$ cat config.mk
export PLATFORM = sky130hd
export DESIGN_NAME = scm_sysclk_mode_control
export DESIGN_NICKNAME = d
export VERILOG_FILES = /design/src/scm_pkg.sv /design/src/scm_sysclk_mode_control.sv
export SDC_FILE = /design/constraint.sdc
export NUM_CORES = 1
export LEC_CHECK = 0
export CELL_PAD_IN_SITES_DETAIL_PLACEMENT = 1
export CELL_PAD_IN_SITES_GLOBAL_PLACEMENT = 2
export CORE_MARGIN = 3
export CORE_UTILIZATION = 41
export CTS_CLUSTER_DIAMETER = 30
export CTS_CLUSTER_SIZE = 8
export DETAILED_ROUTE_END_ITERATION = 6
export DONT_BUFFER_PORTS = 1
export GPL_TIMING_DRIVEN = 0
export HOLD_SLACK_MARGIN = 0.1
export PLACE_DENSITY_LB_ADDON = 0.2
export SYNTH_ARGS = -nofsm -noshare
export SYNTH_HDL_FRONTEND = slang
export SYNTH_SLANG_ARGS = --single-unit
$ cat constraint.sdc
create_clock -name clk_i -period 5.8 [get_ports clk_i]
set_clock_uncertainty 0.05 [all_clocks]
set_input_delay 0.87 -clock clk_i [delete_from_list [all_inputs] [get_ports clk_i]]
set_output_delay 0.87 -clock clk_i [all_outputs]
set_load 0.02 [all_outputs]
$ cat src/scm_pkg.sv
/*
  package for the system clock and power mode controller: register offsets,
  field positions, reset values, mode enumeration, timing counts.
  assumes a single 250 MHz clock domain.
*/
`default_nettype none

package scm_pkg;

  // ****************************************
  // register map
  // ****************************************
  localparam logic [3:0] OFF_SYS_CLK_CTRL = 4'h0;
  localparam logic [3:0] OFF_FAST_OSC_CTRL = 4'h1;
  localparam logic [3:0] OFF_STATUS = 4'h2;
  localparam logic [3:0] OFF_WDT_CTRL = 4'h3;

  // ****************************************
  // field positions
  // ****************************************
  localparam int SEL_LSB = 5;
  localparam int FAST_KEEP_BIT = 1;
  localparam int SLOW_KEEP_BIT = 0;
  localparam int FAST_EN_BIT = 0;
  localparam int FAST_STABLE_BIT = 1;
  localparam int PWR_DOWN_BIT = 0;
  localparam int TOF_BIT = 1;
  localparam int WDT_EN_BIT = 0;

  // ****************************************
  // reset values and codes
  // ****************************************
  localparam logic [2:0] SEL_RESET = 3'h0;
  localparam logic [2:0] SEL_SLOW = 3'h7;
  localparam logic FAST_EN_RESET = 1'b1;
  localparam logic WDT_EN_RESET = 1'b1;

  // ****************************************
  // timing
  // ****************************************
  localparam int CLK_PERIOD_NS = 4;
  localparam int FAST_STARTUP_NS = 1000;
  localparam int FAST_STARTUP_CYC = (FAST_STARTUP_NS + CLK_PERIOD_NS - 1) / CLK_PERIOD_NS;
  localparam int SLOW_STARTUP_CYC = 8;
  localparam int CNT_W = 9;
  localparam int DIV_W = 6;

  typedef enum logic [2:0] {
    MODE_RUN,
    MODE_SLEEP,
    MODE_IDLE_SLOW_ONLY,
    MODE_IDLE_BOTH_CLOCKS,
    MODE_IDLE_FAST_ONLY
  } scm_mode_t;

endpackage

`default_nettype wire

$ cat src/scm_sysclk_mode_control.sv
/*
  system clock select, fast oscillator enable and stability, halt into sleep or
  idle modes. assumes the core gives one-cycle halt and register strobes and
  outside logic gives a wake level; oscillators themselves are modelled by
  enables and counted start-up times, divided clock phases as enables.
*/
`default_nettype none

// What this block does
// - select field picks divided fast or slow
// - fast keep bit holds fast osc in halt
// - slow keep bit holds slow osc in halt
// - unused control bits zero, fields reset zero
// - fast osc enable, resets to one
// - stable flag clears on enable, sets later
// - slow switch completes once slow stable
// - both keeps zero: sleep, all stop except slow osc while watchdog enabled
// - fast off slow on: idle slow only
// - both keeps one: idle both clocks
// - fast on slow off: idle fast only
// - halt keeps memory, registers, ports unchanged
// - halt sets power down, clears timeout
// - halt clears watchdog, resumes if enabled
// - fast 8MHz source, slow 32kHz feeds watchdog
// - sleep keeps slow clock only for watchdog
module scm_sysclk_mode_control (
  // clock and reset
  input wire logic clk_i,
  input wire logic reset_i,
  // register port
  input wire logic [3:0] addr_i,
  input wire logic [7:0] wdata_i,
  input wire logic wr_i,
  input wire logic rd_i,
  output logic [7:0] rdata_o,
  // core and wake
  input wire logic halt_i,
  input wire logic wake_i,
  input wire logic wdt_timeout_i,
  // clock enables and status
  output logic sys_clk_en_o,
  output logic fast_osc_run_o,
  output logic slow_osc_run_o,
  output logic wdt_clear_o,
  output logic cpu_stopped_o,
  output logic [2:0] mode_o
);

  // ****************************************
  // state
  // ****************************************
  typedef struct packed {
    logic [2:0] sel;
    logic [2:0] sel_act;
    logic fast_keep;
    logic slow_keep;
    logic fast_en;
    logic fast_stable;
    logic [scm_pkg::CNT_W-1:0] fast_cnt;
    logic slow_stable;
    logic [scm_pkg::CNT_W-1:0] slow_cnt;
    logic pwr_down;
    logic tof;
    logic wdt_en;
    logic [scm_pkg::DIV_W-1:0] div;
    scm_pkg::scm_mode_t mode;
    logic [7:0] rdata;
    logic sys_en;
    logic fast_run;
    logic slow_run;
    logic wdt_clr;
    logic stopped;
  } scm_state_t;

  scm_state_t st_ff;
  scm_state_t nxt_st;

  localparam logic [scm_pkg::CNT_W-1:0] FAST_CNT_MAX =
    scm_pkg::CNT_W'(scm_pkg::FAST_STARTUP_CYC);
  localparam logic [scm_pkg::CNT_W-1:0] SLOW_CNT_MAX =
    scm_pkg::CNT_W'(scm_pkg::SLOW_STARTUP_CYC);

  logic halted;
  logic slow_sel_act;
  logic phase_end;
  logic fast_want;
  logic slow_want;
  logic [scm_pkg::DIV_W-1:0] div_mask;

  always_comb begin
    halted = (st_ff.mode != scm_pkg::MODE_RUN);
    slow_sel_act = (st_ff.sel_act == scm_pkg::SEL_SLOW);
    // divide by 2**sel: mask low sel bits of the free counter
    div_mask = scm_pkg::DIV_W'((7'h01 << st_ff.sel_act) - 7'h01);
    phase_end = ((st_ff.div & div_mask) == div_mask);
    nxt_st = st_ff;
    nxt_st.wdt_clr = 1'b0;
    nxt_st.div = st_ff.div + scm_pkg::DIV_W'(1);

    // ****************************************
    // register writes
    // ****************************************
    if (wr_i && !halted) begin
      case (addr_i)
        scm_pkg::OFF_SYS_CLK_CTRL: begin
          nxt_st.sel = wdata_i[scm_pkg::SEL_LSB +: 3];
          nxt_st.fast_keep = wdata_i[scm_pkg::FAST_KEEP_BIT];
          nxt_st.slow_keep = wdata_i[scm_pkg::SLOW_KEEP_BIT];
        end
        scm_pkg::OFF_FAST_OSC_CTRL: begin
          nxt_st.fast_en = wdata_i[scm_pkg::FAST_EN_BIT];
          if (wdata_i[scm_pkg::FAST_EN_BIT] && !st_ff.fast_en) begin
            nxt_st.fast_stable = 1'b0;
            nxt_st.fast_cnt = '0;
          end
        end
        scm_pkg::OFF_STATUS: begin
          // software clear only; a same-cycle timeout below still wins
          if (!wdata_i[scm_pkg::PWR_DOWN_BIT]) nxt_st.pwr_down = 1'b0;
          if (!wdata_i[scm_pkg::TOF_BIT]) nxt_st.tof = 1'b0;
        end
        scm_pkg::OFF_WDT_CTRL: begin
          nxt_st.wdt_en = wdata_i[scm_pkg::WDT_EN_BIT];
        end
        default: begin
        end
      endcase
    end

    // ****************************************
    // halt entry and wake
    // ****************************************
    case (st_ff.mode)
      scm_pkg::MODE_RUN: begin
        if (halt_i) begin
          case ({st_ff.fast_keep, st_ff.slow_keep})
            2'b00: nxt_st.mode = scm_pkg::MODE_SLEEP;
            2'b01: nxt_st.mode = scm_pkg::MODE_IDLE_SLOW_ONLY;
            2'b11: nxt_st.mode = scm_pkg::MODE_IDLE_BOTH_CLOCKS;
            default: nxt_st.mode = scm_pkg::MODE_IDLE_FAST_ONLY;
          endcase
          nxt_st.pwr_down = 1'b1;
          nxt_st.tof = 1'b0;
          nxt_st.wdt_clr = 1'b1;
        end
      end
      default: begin
        // register writes are blocked while halted
        if (wake_i) nxt_st.mode = scm_pkg::MODE_RUN;
      end
    endcase
    if (wdt_timeout_i) nxt_st.tof = 1'b1;
    nxt_st.stopped = (nxt_st.mode != scm_pkg::MODE_RUN);

    // ****************************************
    // oscillator enables and stability
    // ****************************************
    fast_want = st_ff.fast_en && (!halted || st_ff.fast_keep);
    // watchdog keeps the slow source alive in sleep
    slow_want = !halted || st_ff.slow_keep || st_ff.wdt_en;
    if (!fast_want) begin
      nxt_st.fast_stable = 1'b0;
      nxt_st.fast_cnt = '0;
    end else if (st_ff.fast_cnt == FAST_CNT_MAX) begin
      nxt_st.fast_stable = 1'b1;
    end else begin
      nxt_st.fast_cnt = st_ff.fast_cnt + scm_pkg::CNT_W'(1);
    end
    if (!slow_want) begin
      nxt_st.slow_stable = 1'b0;
      nxt_st.slow_cnt = '0;
    end else if (st_ff.slow_cnt == SLOW_CNT_MAX) begin
      nxt_st.slow_stable = 1'b1;
    end else begin
      nxt_st.slow_cnt = st_ff.slow_cnt + scm_pkg::CNT_W'(1);
    end
    nxt_st.fast_run = fast_want;
    nxt_st.slow_run = slow_want;

    // ****************************************
    // glitch-free select change
    // ****************************************
    // change only at the end of a whole divided phase, never mid-period
    if (st_ff.sel != st_ff.sel_act && phase_end) begin
      if (st_ff.sel == scm_pkg::SEL_SLOW) begin
        if (st_ff.slow_stable) nxt_st.sel_act = st_ff.sel;
      end else begin
        nxt_st.sel_act = st_ff.sel;
      end
      nxt_st.div = '0;
    end
    // system clock enable: slow stable level stands for slow source edges
    nxt_st.sys_en = !halted && (slow_sel_act ? st_ff.slow_stable : phase_end);

    // ****************************************
    // read data, one cycle later
    // ****************************************
    nxt_st.rdata = 8'h00;
    if (rd_i) begin
      case (addr_i)
        scm_pkg::OFF_SYS_CLK_CTRL: begin
          nxt_st.rdata = {st_ff.sel, 3'h0, st_ff.fast_keep, st_ff.slow_keep};
        end
        scm_pkg::OFF_FAST_OSC_CTRL: begin
          nxt_st.rdata = {6'h00, st_ff.fast_stable, st_ff.fast_en};
        end
        scm_pkg::OFF_STATUS: begin
          nxt_st.rdata = {6'h00, st_ff.tof, st_ff.pwr_down};
        end
        scm_pkg::OFF_WDT_CTRL: begin
          nxt_st.rdata = {7'h00, st_ff.wdt_en};
        end
        default: begin
        end
      endcase
    end
  end

  always_ff @(posedge clk_i) begin
    if (reset_i) begin
      st_ff <= '0;
      st_ff.sel <= scm_pkg::SEL_RESET;
      st_ff.sel_act <= scm_pkg::SEL_RESET;
      st_ff.fast_en <= scm_pkg::FAST_EN_RESET;
      st_ff.wdt_en <= scm_pkg::WDT_EN_RESET;
      st_ff.mode <= scm_pkg::MODE_RUN;
    end else begin
      st_ff <= nxt_st;
    end
  end

  assign rdata_o = st_ff.rdata;
  assign sys_clk_en_o = st_ff.sys_en;
  assign fast_osc_run_o = st_ff.fast_run;
  assign slow_osc_run_o = st_ff.slow_run;
  assign wdt_clear_o = st_ff.wdt_clr;
  assign cpu_stopped_o = st_ff.stopped;
  assign mode_o = st_ff.mode;

  // ****************************************
  // checks
  // ****************************************
  property p_sleep_entry;
    @(posedge clk_i) disable iff (reset_i)
      (!halted && halt_i && !st_ff.fast_keep && !st_ff.slow_keep)
        |=> (st_ff.mode == scm_pkg::MODE_SLEEP);
  endproperty
  a_sleep_entry: assert property (p_sleep_entry) else $error("no sleep");

  property p_idle_slow;
    @(posedge clk_i) disable iff (reset_i)
      (!halted && halt_i && !st_ff.fast_keep && st_ff.slow_keep)
        |=> (st_ff.mode == scm_pkg::MODE_IDLE_SLOW_ONLY) ##1 slow_osc_run_o && !fast_osc_run_o;
  endproperty
  a_idle_slow: assert property (p_idle_slow) else $error("bad idle slow");

  property p_idle_both;
    @(posedge clk_i) disable iff (reset_i)
      (!halted && halt_i && st_ff.fast_keep && st_ff.slow_keep)
        |=> (st_ff.mode == scm_pkg::MODE_IDLE_BOTH_CLOCKS);
  endproperty
  a_idle_both: assert property (p_idle_both) else $error("bad idle both");

  property p_idle_fast;
    @(posedge clk_i) disable iff (reset_i)
      (!halted && halt_i && st_ff.fast_keep && !st_ff.slow_keep)
        |=> (st_ff.mode == scm_pkg::MODE_IDLE_FAST_ONLY);
  endproperty
  a_idle_fast: assert property (p_idle_fast) else $error("bad idle fast");

  property p_flags;
    @(posedge clk_i) disable iff (reset_i)
      (!halted && halt_i && !wdt_timeout_i) |=> st_ff.pwr_down && !st_ff.tof && wdt_clear_o;
  endproperty
  a_flags: assert property (p_flags) else $error("halt flags wrong");

  property p_stable_clear;
    @(posedge clk_i) disable iff (reset_i)
      (wr_i && !halted && addr_i == scm_pkg::OFF_FAST_OSC_CTRL && wdata_i[0] && !st_ff.fast_en)
        |=> !st_ff.fast_stable ##1 !st_ff.fast_stable;
  endproperty
  a_stable_clear: assert property (p_stable_clear) else $error("stable not cleared");

  property p_slow_switch;
    @(posedge clk_i) disable iff (reset_i)
      $changed(st_ff.sel_act) && st_ff.sel_act == scm_pkg::SEL_SLOW |-> $past(st_ff.slow_stable);
  endproperty
  a_slow_switch: assert property (p_slow_switch) else $error("switched to unstable slow");

  property p_halt_regs;
    @(posedge clk_i) disable iff (reset_i)
      halted && !wake_i |=> $stable(st_ff.sel) && $stable(st_ff.fast_en);
  endproperty
  a_halt_regs: assert property (p_halt_regs) else $error("registers changed in halt");

  property p_no_clk_halt;
    @(posedge clk_i) disable iff (reset_i)
      halted |=> !sys_clk_en_o;
  endproperty
  a_no_clk_halt: assert property (p_no_clk_halt) else $error("clock in halt");

  property p_read_ctrl;
    @(posedge clk_i) disable iff (reset_i)
      rd_i && addr_i == scm_pkg::OFF_SYS_CLK_CTRL |=> rdata_o[4:2] == 3'h0;
  endproperty
  a_read_ctrl: assert property (p_read_ctrl) else $error("reserved bits set");

  property p_read_fast;
    @(posedge clk_i) disable iff (reset_i)
      rd_i && addr_i == scm_pkg::OFF_FAST_OSC_CTRL |=> rdata_o[7:2] == 6'h00;
  endproperty
  a_read_fast: assert property (p_read_fast) else $error("fast ctrl upper bits set");

  property p_rdata_idle;
    @(posedge clk_i) disable iff (reset_i)
      !rd_i |=> rdata_o == 8'h00;
  endproperty
  a_rdata_idle: assert property (p_rdata_idle) else $error("read data without read");

  property p_stable_wait;
    @(posedge clk_i) disable iff (reset_i)
      $rose(st_ff.fast_stable) |-> st_ff.fast_cnt == FAST_CNT_MAX;
  endproperty
  a_stable_wait: assert property (p_stable_wait) else $error("stable before start-up");

  property p_fast_off_halt;
    @(posedge clk_i) disable iff (reset_i)
      halted && !st_ff.fast_keep |=> !fast_osc_run_o;
  endproperty
  a_fast_off_halt: assert property (p_fast_off_halt) else $error("fast osc kept in halt");

  property p_slow_sleep;
    @(posedge clk_i) disable iff (reset_i)
      st_ff.mode == scm_pkg::MODE_SLEEP && !st_ff.wdt_en |=> !slow_osc_run_o;
  endproperty
  a_slow_sleep: assert property (p_slow_sleep) else $error("slow osc kept in sleep");

  c_sleep: cover property (@(posedge clk_i) st_ff.mode == scm_pkg::MODE_SLEEP);
  c_wake: cover property (@(posedge clk_i) halted ##1 !halted);
  c_slow_sel: cover property (@(posedge clk_i) st_ff.sel_act == scm_pkg::SEL_SLOW);
  c_stable: cover property (@(posedge clk_i) $rose(st_ff.fast_stable));

endmodule

`default_nettype wire

==> results_tabular.tex <==
\begin{tabular}{lr}
\hline
Metric & Value \\
\hline
\multicolumn{2}{l}{\textbf{Worst setup path}} \\
Worst setup EP type & flop \\
Bufs and invs on worst path & 2 \\
Maximum fanout encountered on the critical timing path & 9 \\
Startpoint-to-endpoint class of the critical path & reg -> reg \\
Worst EP arrival & 2.48 ns \\
Maximum cell stage delay along the critical path & 0.31 ns \\
Master of the slowest instance on the critical path & sky130\_fd\_sc\_hd\_\_dfxtp\_1 \\
Largest delay contributor family on the critical path & simple AND/OR/NAND/NOR gates \\
CP startpoint kind & flop \\
Critical-path cell list & buf\_4 -> nor2\_1 -> nand2\_1 -> ha\_1 -> nor2b\_2 -> a31oi\_1 -> o2111ai\_1 -> and2\_1 -> buf\_6 -> a221oi\_2 \\
Required time at the worst-slack endpoint & 5.96 ns \\
\multicolumn{2}{l}{\textbf{Synth}} \\
Number of synthesized flops with an enable pin & 0 \\
Top cells by area in the synthesized netlist & sky130\_fd\_sc\_hd\_\_dfxtp\_1 (43\%), sky130\_fd\_sc\_hd\_\_nor2\_1 (6.2\%), sky130\_fd\_sc\_hd\_\_xor2\_1 (4.4\%), sky130\_fd\_sc\_hd\_\_buf\_4 (3.8\%), sky130\_fd\_sc\_hd\_\_ha\_1 (3.7\%) \\
Flip-flop and latch count after synthesis & 51 \\
Syn avg cell area & 9.185 sq um \\
Share of synthesized flip-flops with an asynchronous set or reset & 0\% \\
Area share of the leading cell type in the synthesized netlist & 43.08\% \\
Post-synthesis sequential area ratio & 43.08\% \\
Cell accounting for the most synthesized area & sky130\_fd\_sc\_hd\_\_dfxtp\_1 \\
Dominant register cell in the synthesized netlist & sky130\_fd\_sc\_hd\_\_dfxtp\_1 \\
Synth Instances & 258 \\
Post-synthesis cell type count & 55 \\
Mapped Area & about 2400 sq um \\
YS warnings & 0 \\
\multicolumn{2}{l}{\textbf{Cells and area}} \\
Commonest non-fill, non-tap cells in the layout & sky130\_fd\_sc\_hd\_\_dfxtp\_1 (51), sky130\_fd\_sc\_hd\_\_nor2\_1 (39), sky130\_fd\_sc\_hd\_\_nand2\_1 (16), sky130\_fd\_sc\_hd\_\_inv\_1 (13) \\
Total area of sequential cells & 1021 sq um \\
Final Non-Filler Cells & 340 \\
Commonest non-fill, non-tap cell in the layout & sky130\_fd\_sc\_hd\_\_dfxtp\_1 \\
Summed area of non-filler cells in the final layout & 2552 sq um \\
Layout area overhead & 7.709\% \\
Antenna Cells & 0 \\
Fraction of layout instances using a drive strength above 1 & 11.94\% \\
Footprint of the multi-input gates & 1171 sq um \\
Number of fillers in the final layout & roughly 680 \\
Number of nets in the finished design & 293 \\
\multicolumn{2}{l}{\textbf{Place}} \\
RePlAce Congestion & roughly 0.75 \\
Number of I/O port buffers & 0 \\
Pre-CTS WS & 3.441 ns \\
Placed Instances & 332 \\
Placed inst area & 2467 sq um \\
Dpl hpwl & roughly 3800 um \\
\multicolumn{2}{l}{\textbf{STA}} \\
Max-slew violation count & 0 \\
Worst-case headroom to the max-slew limit & between 50\% and 60\% \\
Final hold viol count & 0 \\
Worst hold slack & 0.4390 ns \\
Actual slew at the worst max-slew pin & $\sim$0.63 ns \\
Time the final worst path needs with I/O delays and setup & between 2 and 2.5 ns \\
Crit share post-route & 39.97\% \\
Final setup violation count & 0 \\
Fmax & 0.4314 GHz \\
Setup tns final & 0 ns \\
Setup repair after global routing missed its margin & false \\
Final worst setup slack & 3.482 ns \\
\multicolumn{2}{l}{\textbf{Routing}} \\
Iter 0 DRT Violations & 64 \\
Number of iterations in the first detailed-routing pass & 4 \\
Antenna Violating Nets Remaining & 0 \\
Detailed-route vias per instance & 5.241 \\
Routed vias & 1782 \\
Total Routed Length & 5078 um \\
Wire length per cell & approximately 15 um \\
DRC violations left & 0 \\
\multicolumn{2}{l}{\textbf{Floorplanning}} \\
Placeable Area & 5540 sq um \\
Initial cell density of the core & 42.77\% \\
Number of standard-cell rows in the floorplan & 27 \\
Number of top-level pins & 35 \\
Width of the die & 82.03 um \\
Height of the die & around 82 um \\
Floorplan die area & 6728 sq um \\
\multicolumn{2}{l}{\textbf{Flow run}} \\
Max capacitance violation total & 0 \\
\multicolumn{2}{l}{\textbf{Clock network}} \\
Number of buffers created by CTS & 5 \\
Latest clock arrival within the worst-skew pair & 0.30 ns \\
H-tree levels & 2 \\
Hold\_buf cts & 0 \\
Clock tree from TritonCTS & yes \\
CTS Root Buffer Type & sky130\_fd\_sc\_hd\_\_clkbuf\_8 \\
CTS clk-pin slew, worst paths & 0.09 ns \\
Post-CTS Setup Inserts & 0 \\
Post-cts repair resize count & 0 \\
Sinks on Clock Net & a little over 50 \\
Largest buffer count on any clock path & 2 \\
\multicolumn{2}{l}{\textbf{Global route}} \\
Leftover overflow at the end of global routing & 0 \\
Overall global routing resource usage & 16.34\% \\
Global-route wire length before repair & 8466 um \\
Via count of the first global-routing pass & 1765 \\
Number of antenna violations at the first check in global routing & 0 \\
Largest net degree at the start of global routing & 16 \\
\multicolumn{2}{l}{\textbf{Min path}} \\
Hold Crit Class & reg -> reg \\
\multicolumn{2}{l}{\textbf{Outcome}} \\
Run status & finished, final reports clean \\
\multicolumn{2}{l}{\textbf{Power}} \\
Standby leakage power & about 0.94 nW \\
Power Dens Cells & 316.1 nW/um\^{}2 \\
Maximum vdd drop & 0.0001285 V \\
\hline
\end{tabular}
==> through the flow <==
stage | power [mW] | util [%]
finish | 0.8067 | 46.07
global route | 0.8552 | 46.07
CTS | 0.8123 | 46.07
detailed placement | 0.6149 | 44.53
global placement | 0.6079 | 44.53
floorplan | 0.5698 | -
==> sequential cells by signal, summed over array words and instances, names as in the netlist <==
| register | cells |
|---|---|
| mode_o | 3 |
| wdt_clear_o | 1 |
| sys_clk_en_o | 1 |
| rdata_o | 5 |
| st_ff | 38 |
| fast_osc_run_o | 1 |
| cpu_stopped_o | 1 |
| slow_osc_run_o | 1 |
==> cell families (layout without fill, tap and decap cells) <==
group	Yosys count	after routing	share of synthesized area [%]
adder cells (fa/ha/maj)	7	7	3.696
AND/OR/NAND/NOR	105	105	23.28
other	1	3	0.1582
multiplexers	9	9	4.330
buffers and inverters	33	41	7.814
AO/OA/AOI/OAI	32	32	10.24
XOR/XNOR	20	20	7.392
flip-flops	51	51	43.08
==> worst register-to-register path, stage by stage (launching register included) <==
cell	delay, ns
sky130_fd_sc_hd__dfxtp_1	0.31
sky130_fd_sc_hd__buf_4	0.16
sky130_fd_sc_hd__nor2_1	0.18
sky130_fd_sc_hd__nand2_1	0.10
sky130_fd_sc_hd__ha_1	0.24
sky130_fd_sc_hd__nor2b_2	0.17
sky130_fd_sc_hd__a31oi_1	0.19
sky130_fd_sc_hd__o2111ai_1	0.22
sky130_fd_sc_hd__and2_1	0.22
sky130_fd_sc_hd__buf_6	0.14
sky130_fd_sc_hd__a221oi_2	0.27
==> routing by layer <==
| layer | up-vias | track usage [%] | share of wire (%) |
|---|---|---|---|
| li1 | 900 | - | - |
| met1 | 844 | 21.19 | 47 |
| met2 | 31 | 26.33 | 46 |
| met5 | - | 0 | 0 |
| met3 | 7 | 4.386 | 4.9 |
| met4 | 0 | 5.150 | 1.5 |
==> layout make-up <==
cell class	instances	share of cell area [%]
inverter	13	1.912
tap	72	3.529
clock inverter	2	0.4902
clock buffer	6	2.843
sequential	51	40.00
multi-input combinational	176	45.88
buffer	20	5.343
==> final timing paths <==
path	from	endpoint	slack, ns	depth (start not counted)
setup / recovery	st_ff[49]	st_ff[48]	3.48	10
hold / removal	st_ff[16]	st_ff[16]	0.44	1
setup reg to reg	st_ff[49]	st_ff[48]	3.48	10
hold reg to reg	st_ff[16]	st_ff[16]	0.44	1
==> cell usage after synthesis, types with 4 or more instances <==
| library cell | count |
|---|---|
| sky130_fd_sc_hd__nor2_1 | 39 |
| sky130_fd_sc_hd__a21oi_1 | 5 |
| sky130_fd_sc_hd__inv_1 | 13 |
| sky130_fd_sc_hd__dfxtp_1 | 51 |
| sky130_fd_sc_hd__clkbuf_1 | 4 |
| sky130_fd_sc_hd__buf_4 | 12 |
| sky130_fd_sc_hd__mux2i_1 | 8 |
| sky130_fd_sc_hd__ha_1 | 7 |
| sky130_fd_sc_hd__or3_1 | 4 |
| sky130_fd_sc_hd__a31oi_1 | 4 |
| sky130_fd_sc_hd__nand2_1 | 16 |
| sky130_fd_sc_hd__nor3_1 | 9 |
| sky130_fd_sc_hd__xnor2_1 | 8 |
| sky130_fd_sc_hd__xor2_1 | 12 |
| sky130_fd_sc_hd__nand3_1 | 9 |
==> report_power, final <==
part / internal [mW] / switching [mW]
logic: 0.0885 / 0.119
clock network: 0.0845 / 0.113
registers: 0.375 / 0.0273
(Power assumes the default switching activity.)
